--- config.mk ---
export PLATFORM = sky130hd
export DESIGN_NAME = pan_top
export DESIGN_NICKNAME = d
export VERILOG_FILES = /design/src/rtl/pan_pkg.sv /design/src/rtl/pan_rst_sync.sv /design/src/rtl/pan_flp.sv /design/src/rtl/pan_top.sv
export VERILOG_INCLUDE_DIRS = /design/src /design/src/rtl
export SDC_FILE = /design/constraint.sdc
export NUM_CORES = 1
export LEC_CHECK = 0
export BUFFER_PORTS_ARGS = -buffer_cell sky130_fd_sc_hd__buf_2
export CORE_MARGIN = 3
export CORE_UTILIZATION = 55
export DETAILED_ROUTE_END_ITERATION = 7
export PLACE_DENSITY_LB_ADDON = 0.25
export SYNTH_ARGS = -nofsm -noshare
export SYNTH_HDL_FRONTEND = slang
export SYNTH_SLANG_ARGS = --single-unit
--- constraint.sdc ---
create_clock -name mclk -period 5.1 [get_ports mclk]
set_input_delay 0.51 -clock mclk [delete_from_list [all_inputs] [get_ports mclk]]
set_output_delay 0.51 -clock mclk [all_outputs]
set_load 0.03 [all_outputs]
--- src/rtl/pan_defs.svh ---
// Constants for the PHY auto-negotiation and speed configuration block.
// Assumes inclusion by bare name from the rtl/ sources; definitions only.
// Function
// - Negotiation waits for control bit 12; when enabled it starts at once.
// - While negotiating, until the exchange completes, advertisement register abilities go out in pulse bursts.
// - On success, partner abilities are captured into the partner register.
// - Resolved mode: best common of 100F, 100H, 10F, 10H.
// - Negotiation off: bit 13 picks 100 or 10, bit 8 duplex.
// - Negotiation on: speed and duplex control bits are ignored.
// - Status bits 15..11, 3 and 0 are fixed, reporting full ability.
// - Status shows complete in bit 5, remote fault bit 4, link bit 2.
// - Advertisement defaults to all abilities; writes or pins may remove some.
// - Strap pins latch into advertisement and set control register default.
// - Management data pin is undriven while internal reset is asserted.
// - Internal reset is the reset input sampled by the crystal clock.
// - An open-drain interrupt output signals events to the manager.
`ifndef PAN_DEFS_SVH
`define PAN_DEFS_SVH

`define PAN_REG_CTRL 5'h00
`define PAN_REG_STAT 5'h01
`define PAN_REG_ADV 5'h04
`define PAN_REG_LPA 5'h05

`define PAN_CTRL_RESET 15
`define PAN_CTRL_SPEED 13
`define PAN_CTRL_ANEN 12
`define PAN_CTRL_RESTART 9
`define PAN_CTRL_DUPLEX 8

`define PAN_STAT_FIXED 16'hf809
`define PAN_STAT_ANDONE 5
`define PAN_STAT_RFAULT 4
`define PAN_STAT_LINK 2

`define PAN_ADV_SEL 16'h0001
`define PAN_ADV_10H 5
`define PAN_ADV_10F 6
`define PAN_ADV_100H 7
`define PAN_ADV_100F 8
`define PAN_ADV_RF 13

`define PAN_MDIO_ST 2'b01
`define PAN_MDIO_RD 2'b10
`define PAN_MDIO_WR 2'b01
`define PAN_PHY_ADDR 5'h00

// Burst spacing 16 ms nominal; cycles at 100 MHz
`define PAN_BURST_MS 16
`define PAN_BURST_CYC (`PAN_BURST_MS * 100000)
`define PAN_BURSTS_DONE 3
`define PAN_RST_SYNC 2

`endif

--- src/rtl/pan_pkg.sv ---
// Types for the PHY auto-negotiation block.
// Assumes pan_defs.svh supplies the constants.
package pan_pkg;
    typedef enum logic [2:0] {
        PAN_IDLE = 3'b000,
        PAN_SEND = 3'b001,
        PAN_ACK = 3'b010,
        PAN_DONE = 3'b011,
        PAN_FORCED = 3'b100
    } pan_an_state_t;

    typedef enum logic [2:0] {
        PAN_M_PRE = 3'b000,
        PAN_M_HDR = 3'b001,
        PAN_M_TA = 3'b010,
        PAN_M_RDAT = 3'b011,
        PAN_M_WDAT = 3'b100
    } pan_mdio_state_t;

    typedef enum logic [1:0] {
        PAN_MODE_10H = 2'b00,
        PAN_MODE_10F = 2'b01,
        PAN_MODE_100H = 2'b10,
        PAN_MODE_100F = 2'b11
    } pan_mode_t;
endpackage

--- src/rtl/pan_rst_sync.sv ---
// Internal reset generator: reset input sampled by the crystal clock.
// Assumes reset_rc_input is a slow RC level, high meaning run.
`timescale 1ns/100ps
`include "pan_defs.svh"
module pan_rst_sync #(
    parameter int STAGES = `PAN_RST_SYNC
) (
    input wire logic mclk, // Crystal clock
    input wire logic rst, // Asynchronous reset
    input wire logic reset_rc_input, // RC pin, high to run
    output logic power_on_reset_n // Internal reset, active low
);
    typedef struct packed {
        logic [STAGES-1:0] sh;
    } pan_rs_t;
    pan_rs_t r;
    pan_rs_t next_r;

    initial begin
        if (STAGES < 2) begin
            $error("STAGES must be at least 2");
        end
    end

    // Shift the RC level through a plain chain; first stage read only by next
    always_comb begin
        next_r = r;
        next_r.sh = {r.sh[STAGES-2:0], reset_rc_input};
    end

    always_ff @(posedge mclk or posedge rst) begin
        if (rst) begin
            r <= '0;
        end else begin
            r <= next_r;
        end
    end

    assign power_on_reset_n = r.sh[STAGES-1];
endmodule

--- src/rtl/pan_flp.sv ---
// Pulse burst exchange: sends the advertised word, receives partner word.
// Assumes partner word arrives already decoded as a valid strobe.
`timescale 1ns/100ps
`include "pan_defs.svh"
module pan_flp #(
    parameter int BURST_CYC = `PAN_BURST_CYC,
    parameter int DONE_CNT = `PAN_BURSTS_DONE
) (
    input wire logic mclk, // System clock
    input wire logic rst, // Asynchronous reset
    input wire logic run, // Negotiation running
    input wire logic [15:0] adv_word, // Word to advertise
    input wire logic rx_valid, // Partner word strobe
    input wire logic [15:0] rx_word, // Partner word
    output logic tx_burst, // Burst send pulse
    output logic [15:0] tx_word, // Burst word
    output logic done, // Exchange complete pulse
    output logic [15:0] lp_word // Last received partner word
);
    typedef struct packed {
        logic [31:0] tmr;
        logic [3:0] match;
        logic [15:0] last;
        logic burst;
        logic [15:0] word;
        logic done;
    } pan_flp_t;
    pan_flp_t r;
    pan_flp_t next_r;

    initial begin
        if (BURST_CYC < 1 || DONE_CNT < 1 || DONE_CNT > 15) begin
            $error("bad burst parameters");
        end
    end

    // Bursts repeat while running; identical partner words count toward done
    always_comb begin
        next_r = r;
        next_r.burst = 1'b0;
        next_r.done = 1'b0;
        if (!run) begin
            next_r.tmr = '0;
            next_r.match = '0;
        end else begin
            if (r.tmr == 32'h0) begin
                next_r.burst = 1'b1;
                next_r.word = adv_word;
                next_r.tmr = 32'(BURST_CYC - 1);
            end else begin
                next_r.tmr = r.tmr - 32'h1;
            end
            if (rx_valid) begin
                next_r.last = rx_word;
                if (rx_word == r.last && r.match != 4'(DONE_CNT)) begin
                    next_r.match = r.match + 4'h1;
                end else if (rx_word != r.last) begin
                    next_r.match = 4'h1;
                end
                if (rx_word == r.last && r.match == 4'(DONE_CNT - 1)) begin
                    next_r.done = 1'b1;
                end
            end
        end
    end

    always_ff @(posedge mclk or posedge rst) begin
        if (rst) begin
            r <= '0;
        end else begin
            r <= next_r;
        end
    end

    assign tx_burst = r.burst;
    assign tx_word = r.word;
    assign done = r.done;
    assign lp_word = r.last;
endmodule

--- src/rtl/pan_top.sv ---
// Auto-negotiation, speed and duplex control with its management registers.
// Assumes mdc is synchronous to mclk and sampled on its rising edges;
// strap pins are stable while the RC reset is low.
`timescale 1ns/100ps
`include "pan_defs.svh"
module pan_top #(
    parameter int BURST_CYC = `PAN_BURST_CYC // Burst spacing in cycles
) (
    input wire logic mclk, // 100 MHz clock
    input wire logic rst, // Asynchronous reset
    input wire logic reset_rc_input, // RC power-on pin
    input wire logic serial_mgmt_clock, // Management clock
    input wire logic mdio_in, // Management data in
    output logic mdio_out, // Management data out
    output logic mdio_oe, // Management data drive enable
    input wire logic [3:0] strap_adv, // 100F,100H,10F,10H strap
    input wire logic strap_an_en, // Strap: negotiation enable
    input wire logic link_ok, // Line has valid signal
    input wire logic lp_valid, // Partner word strobe
    input wire logic [15:0] lp_word, // Partner word
    output logic flp_send, // Send burst pulse
    output logic [15:0] flp_word, // Burst word
    output logic speed_100, // Operating at 100 Mbps
    output logic full_duplex, // Operating full duplex
    output logic int_oe // Interrupt pin pulls low
);
    typedef struct packed {
        pan_pkg::pan_an_state_t an;
        pan_pkg::pan_mdio_state_t ms;
        logic [15:0] ctrl;
        logic [15:0] adv;
        logic [15:0] lpa;
        logic an_done;
        logic link;
        logic strapped;
        logic mdc_d;
        logic [5:0] cnt;
        logic [13:0] hdr;
        logic [15:0] sh;
        logic mdo;
        logic moe;
        logic spd;
        logic dup;
        logic irq;
        logic int_o;
    } pan_st_t;
    pan_st_t r;
    pan_st_t next_r;

    logic por_n;
    logic flp_run;
    logic flp_done;
    logic [15:0] flp_lp;
    logic [1:0] mode;

    // Read mux shared by the serial engine
    function automatic logic [15:0] rd_reg(input logic [4:0] a,
                                           input pan_st_t s);
        logic [15:0] v;
        v = 16'h0000;
        case (a)
            `PAN_REG_CTRL: v = s.ctrl;
            `PAN_REG_STAT: begin
                v = `PAN_STAT_FIXED;
                v[`PAN_STAT_ANDONE] = s.an_done;
                v[`PAN_STAT_RFAULT] = s.lpa[`PAN_ADV_RF];
                v[`PAN_STAT_LINK] = s.link;
            end
            `PAN_REG_ADV: v = s.adv;
            `PAN_REG_LPA: v = s.lpa;
            default: v = 16'h0000;
        endcase
        return v;
    endfunction

    // Priority resolve of common abilities
    function automatic logic [1:0] resolve(input logic [15:0] a,
                                           input logic [15:0] b);
        logic [15:0] c;
        c = a & b;
        if (c[`PAN_ADV_100F]) begin
            return pan_pkg::PAN_MODE_100F;
        end else if (c[`PAN_ADV_100H]) begin
            return pan_pkg::PAN_MODE_100H;
        end else if (c[`PAN_ADV_10F]) begin
            return pan_pkg::PAN_MODE_10F;
        end else begin
            return pan_pkg::PAN_MODE_10H;
        end
    endfunction

    pan_rst_sync u_rst (
        .mclk(mclk),
        .rst(rst),
        .reset_rc_input(reset_rc_input),
        .power_on_reset_n(por_n)
    );

    assign flp_run = (r.an == pan_pkg::PAN_SEND) && por_n;

    pan_flp #(
        .BURST_CYC(BURST_CYC),
        .DONE_CNT(`PAN_BURSTS_DONE)
    ) u_flp (
        .mclk(mclk),
        .rst(rst),
        .run(flp_run),
        .adv_word(r.adv),
        .rx_valid(lp_valid),
        .rx_word(lp_word),
        .tx_burst(flp_send),
        .tx_word(flp_word),
        .done(flp_done),
        .lp_word(flp_lp)
    );

    assign mode = resolve(r.adv, r.lpa);

    // Next state: straps, negotiation, serial management, mode outputs
    always_comb begin
        logic rise;
        logic [15:0] wd;
        logic restart;
        rise = 1'b0;
        wd = 16'h0000;
        restart = 1'b0;
        next_r = r;
        next_r.mdc_d = serial_mgmt_clock;
        rise = serial_mgmt_clock && !r.mdc_d;
        next_r.link = link_ok;
        next_r.irq = 1'b0;
        if (!por_n) begin
            // Latch straps while held in reset
            next_r.adv = `PAN_ADV_SEL;
            next_r.adv[`PAN_ADV_100F:`PAN_ADV_10H] = strap_adv;
            next_r.ctrl = 16'h0000;
            next_r.ctrl[`PAN_CTRL_ANEN] = strap_an_en;
            next_r.ctrl[`PAN_CTRL_SPEED] = strap_adv[3] | strap_adv[2];
            next_r.ctrl[`PAN_CTRL_DUPLEX] = strap_adv[3] | strap_adv[1];
            next_r.strapped = 1'b1;
            next_r.an = pan_pkg::PAN_IDLE;
            next_r.ms = pan_pkg::PAN_M_PRE;
            next_r.cnt = 6'h00;
            next_r.moe = 1'b0;
            next_r.an_done = 1'b0;
            next_r.lpa = 16'h0000;
        end else begin
            // Serial management frame engine, stepped on clock rises
            if (rise) begin
                case (r.ms)
                    pan_pkg::PAN_M_PRE: begin
                        next_r.moe = 1'b0;
                        if (mdio_in) begin
                            next_r.cnt = (r.cnt == 6'h3f) ? r.cnt
                                                           : r.cnt + 6'h01;
                        end else if (r.cnt >= 6'h1f) begin
                            next_r.ms = pan_pkg::PAN_M_HDR;
                            next_r.hdr = 14'h0000;
                            next_r.cnt = 6'h01;
                        end else begin
                            next_r.cnt = 6'h00;
                        end
                    end
                    pan_pkg::PAN_M_HDR: begin
                        next_r.hdr = {r.hdr[12:0], mdio_in};
                        next_r.cnt = r.cnt + 6'h01;
                        if (r.cnt == 6'h0d) begin
                            next_r.ms = pan_pkg::PAN_M_TA;
                            next_r.cnt = 6'h00;
                        end
                    end
                    pan_pkg::PAN_M_TA: begin
                        next_r.cnt = r.cnt + 6'h01;
                        // Header holds start bit, op, phy, reg in [12:0]
                        if (r.hdr[11:10] == `PAN_MDIO_RD &&
                            r.hdr[9:5] == `PAN_PHY_ADDR) begin
                            if (r.cnt == 6'h00) begin
                                next_r.moe = 1'b1;
                                next_r.mdo = 1'b0;
                                next_r.sh = rd_reg(r.hdr[4:0], r);
                                next_r.ms = pan_pkg::PAN_M_RDAT;
                                next_r.cnt = 6'h00;
                            end
                        end else if (r.cnt == 6'h00) begin
                            next_r.ms = pan_pkg::PAN_M_WDAT;
                            next_r.cnt = 6'h00;
                        end
                    end
                    pan_pkg::PAN_M_RDAT: begin
                        next_r.mdo = r.sh[15];
                        next_r.sh = {r.sh[14:0], 1'b0};
                        next_r.cnt = r.cnt + 6'h01;
                        if (r.cnt == 6'h10) begin
                            next_r.moe = 1'b0;
                            next_r.ms = pan_pkg::PAN_M_PRE;
                            next_r.cnt = 6'h00;
                        end
                    end
                    pan_pkg::PAN_M_WDAT: begin
                        next_r.sh = {r.sh[14:0], mdio_in};
                        next_r.cnt = r.cnt + 6'h01;
                        if (r.cnt == 6'h10) begin
                            next_r.ms = pan_pkg::PAN_M_PRE;
                            next_r.cnt = 6'h00;
                            // Last data bit is still on the line
                            wd = {r.sh[14:0], mdio_in};
                            if (r.hdr[11:10] == `PAN_MDIO_WR &&
                                r.hdr[9:5] == `PAN_PHY_ADDR) begin
                                if (r.hdr[4:0] == `PAN_REG_CTRL) begin
                                    next_r.ctrl = wd;
                                    next_r.ctrl[`PAN_CTRL_RESET] = 1'b0;
                                    restart = wd[`PAN_CTRL_RESTART];
                                end else if (r.hdr[4:0] == `PAN_REG_ADV) begin
                                    // Selector field stays fixed
                                    next_r.adv = wd;
                                    next_r.adv[4:0] = 5'h01;
                                end
                            end
                        end
                    end
                    default: next_r.ms = pan_pkg::PAN_M_PRE;
                endcase
            end
            // Negotiation sequence
            case (r.an)
                pan_pkg::PAN_IDLE: begin
                    if (r.ctrl[`PAN_CTRL_ANEN]) begin
                        next_r.an = pan_pkg::PAN_SEND;
                    end else begin
                        next_r.an = pan_pkg::PAN_FORCED;
                    end
                end
                pan_pkg::PAN_SEND: begin
                    if (flp_done) begin
                        next_r.lpa = flp_lp;
                        next_r.an = pan_pkg::PAN_DONE;
                        next_r.an_done = 1'b1;
                        next_r.irq = 1'b1;
                    end
                end
                pan_pkg::PAN_DONE: begin
                    next_r.spd = mode[1];
                    next_r.dup = mode[0];
                end
                pan_pkg::PAN_FORCED: begin
                    next_r.spd = r.ctrl[`PAN_CTRL_SPEED];
                    next_r.dup = r.ctrl[`PAN_CTRL_DUPLEX];
                    if (r.ctrl[`PAN_CTRL_ANEN]) begin
                        next_r.an = pan_pkg::PAN_SEND;
                    end
                end
                default: next_r.an = pan_pkg::PAN_IDLE;
            endcase
            if (restart || (r.an == pan_pkg::PAN_DONE &&
                            !next_r.ctrl[`PAN_CTRL_ANEN])) begin
                // Restart or disable drops the old result
                next_r.an = pan_pkg::PAN_IDLE;
                next_r.an_done = 1'b0;
                next_r.lpa = 16'h0000;
                next_r.ctrl[`PAN_CTRL_RESTART] = 1'b0;
            end
            if (r.link && !link_ok) begin
                next_r.irq = 1'b1;
            end
        end
        // Interrupt held until any frame to the status register reaches turnaround; set wins, dropped in reset
        next_r.int_o = por_n && (next_r.irq || (r.int_o && !(rise &&
                       r.ms == pan_pkg::PAN_M_TA &&
                       r.hdr[4:0] == `PAN_REG_STAT)));
    end

    always_ff @(posedge mclk or posedge rst) begin
        if (rst) begin
            r <= '0;
        end else begin
            r <= next_r;
        end
    end

    assign mdio_out = r.mdo;
    assign mdio_oe = r.moe;
    assign speed_100 = r.spd;
    assign full_duplex = r.dup;
    assign int_oe = r.int_o;
endmodule

==> flow_metrics.env <==
export IMPL_status="complete, no violations"
export IMPL_numCtsBuffers=17
export IMPL_final_cells=995
export IMPL_gr_total_overflow=0
export IMPL_cp_required_ns=5.39
export IMPL_yosysTopAreaCellShare_pct=48.89
export IMPL_h_tree_depth=4
export IMPL_fp_dieArea_um2=16290
export IMPL_r2r_end="r[98]"
export IMPL_clkTransAtPathRegs_ns=0.06
export IMPL_fp_coreArea_um2=14150
export IMPL_finalCritPeriodShare_pct=65.09
export IMPL_fin_nets=838
export IMPL_met2_wirelength_mm=8.845
export IMPL_worstPathMaxFanout=29
export IMPL_io_pins=50
export IMPL_drive_above_1_share_pct=17.67
export IMPL_drc=0
export IMPL_grt_pass1_vias=6063
export IMPL_gp_congestion=0.8331
export IMPL_drv_cap=0
export IMPL_ys_warn_count=0
export IMPL_dr_pass1_iters=5
export IMPL_wirelength_mm=18.25
export IMPL_synth_top_area_cell="dfrtp_1"
export IMPL_dieWidth_um=127.6
export IMPL_critical_path_startpoint_type="flip-flop"
export IMPL_topRoutingLayerUsed="met4"
export IMPL_fp_row_count=43
export IMPL_synth_top_flop_cell="dfrtp_1"
export IMPL_fmax_mhz=301.2
export IMPL_yosys_top_cells_count="dfrtp_1, nand2_1, nor2_1"
export IMPL_cp_arrival_ns=3.61
export IMPL_timing_final_crit_period_ns=3.320
export IMPL_grt_max_degree=59
export IMPL_cts_sinks=159
export IMPL_die_y_um=127.6
export IMPL_finalSetupViolations=0
export IMPL_netlist_cell_type_count=61
export IMPL_p_leak_nw=3.954
export IMPL_vdd_drop_max_mv=0.2460
export IMPL_cts_root_buf="clkbuf_16"
export IMPL_fin_worst_skew_ns=0.004833
export IMPL_setup_tns_ns=0
export IMPL_yosysSeqAreaShare_pct=48.89
export IMPL_dp_cells=964
export IMPL_cts_hold_fix_buffers=0
export IMPL_rsz0062_at_grt="no"
export IMPL_crit_path_start="r[94]"
export IMPL_powerDensity_nw_per_um2=428.0
export IMPL_clk_insertion_delay_late_ns=0.43
export IMPL_cts_setup_buffers=0
export IMPL_synth_most_common_cell="dfrtp_1"
export IMPL_syn_area_per_cell_um2=10.31
export IMPL_drv_slew=0
export IMPL_r2r_cells=5
export IMPL_hp_class="in2async"
export IMPL_via_per_inst=5.997
export IMPL_async_flop_share_pct=100.0
export IMPL_synth_edff_count=0
export IMPL_hpwl_mm=12.34
export IMPL_regArea_um2=3979
export IMPL_syn_inst=789
export IMPL_wl_met1_mm=8.337
export IMPL_multi_input_area_um2=3792
export IMPL_track_usage_pct=23.50
export IMPL_path_class="reg2reg"
export IMPL_drt_iter0_markers=485
export IMPL_antennaDiodeCount=0
export IMPL_start_util_pct=57.51
export IMPL_cts_tree="built"
export IMPL_fillerInstances=1099
export IMPL_timing_rr_start="r[94]"
export IMPL_tightest_slew_ns=1.109
export IMPL_synthesis_area_um2=8138
export IMPL_synth_area_top_cells="dfrtp_1, mux2_2, mux2i_1"
export IMPL_ys_ff_latch=159
export IMPL_r2r_setup_slack_ns=1.78
export IMPL_area_growth_pct=10.42
export IMPL_wl_per_cell_um=18.34
export IMPL_cts_max_path_buffers=2
export IMPL_ant_nets=0
export IMPL_dr_wl_met3_um=804
export IMPL_vias=5967
export IMPL_dp_slack_ns=1.786
export IMPL_grt_pass1_wl_mm=30.65
export IMPL_relSlewSlack_pct=25.51
export IMPL_cp_end_kind="flip-flop"
export IMPL_grt_antenna_before_repair=0
export IMPL_finalHoldViolCount=0
export IMPL_setup_ws_ns=1.780
export IMPL_cts_resized=0
export IMPL_port_buffers=45
-- layout make-up --
cell class	instances	area share, %
clock buffer	21	5.235
clock inverter	10	2.047
inverter	16	0.7240
multi-input combinational	558	42.20
sequential	159	44.28
tap	180	2.506
timing repair buffer	51	3.008
-- kinds of logic after synthesis --
group,after synthesis,synth area share [%]
XOR/XNOR,44,4.736
flip-flops,159,48.89
adder cells (fa/ha/maj),7,1.076
AND/OR/NAND/NOR,282,17.99
AO/OA/AOI/OAI,134,10.93
other,1,0.04608
multiplexers,87,11.69
buffers and inverters,75,4.643
-- placed cells by master, fill, tap and decap left out, types with 5 or more instances in the layout --
master       n
a21boi_0    15
a21oi_1     21
a22o_1      12
and2_1       7
buf_2       45
buf_4        6
bufinv_16    5
clkbuf_16   17
dfrtp_1    159
ha_1         7
inv_1       15
mux2_2      44
mux2_4       5
mux2i_1     38
nand2_1     85
nand2b_1    12
nand3_1     11
nand3b_1     5
nand4_1      8
nor2_1      53
nor2b_1     11
nor3_1      40
nor4_1      16
o21ai_0     44
or3_1        6
or4_1        5
xnor2_1     24
xor2_1      20
-- power breakdown --
group	leakage [nW]	switching [mW]	internal, mW
Combinational	1.53	0.520	0.422
Sequential	2.11	0.120	1.38
Clock	0.315	0.498	0.904
-- worst max-delay path, stage by stage (launching register included) --
cell and delay [ns]:
dfrtp_1 0.67, or3b_2 0.62, or4_4 0.48, or4_1 0.75
mux2i_1 0.23, a2111oi_0 0.43
-- registers in the layout, summed over array words and instances (netlist names) --
name	flops
r	86
u_flp.r	36
u_flp.lp_word	16
u_flp.tx_word	12
u_rst.r	2
full_duplex	1
int_oe	1
mdio_oe	1
mdio_out	1
speed_100	1
u_flp.done	1
u_flp.tx_burst	1
-- per-stage QoR --
step / power [mW] / util (%) / area (um^2) / hold slack [ns]
after CTS: 3.870 / 63.51 / 8986 / 0.1418
after global routing: 4.051 / 63.51 / 8986 / 0.1718
after global placement: 2.417 / 58.88 / 8332 / 0.3418
final: 3.846 / 63.51 / 8986 / 0.1338
after floorplan: 2.296 / - / 8149 / 0.3312
after detailed placement: 2.454 / 58.88 / 8332 / 0.3477
-- metal layers --
metal / up-vias / track usage (%)
met3: 24 / 5.268
met2: 159 / 37.44
li1: 2807 / -
met4: 0 / 6.242
met1: 2977 / 32.79
met5: - / 0
-- worst max-delay path by stage --
stage / endpoint / cells past startpoint
2_1_floorplan: full_duplex / 1
3_3_place_gp: r[98] / 5
3_5_place_dp: r[98] / 5
4_1_cts: r[98] / 5
5_1_grt: r[98] / 7
6_report: r[98] / 5
(Power assumes the default switching activity.)
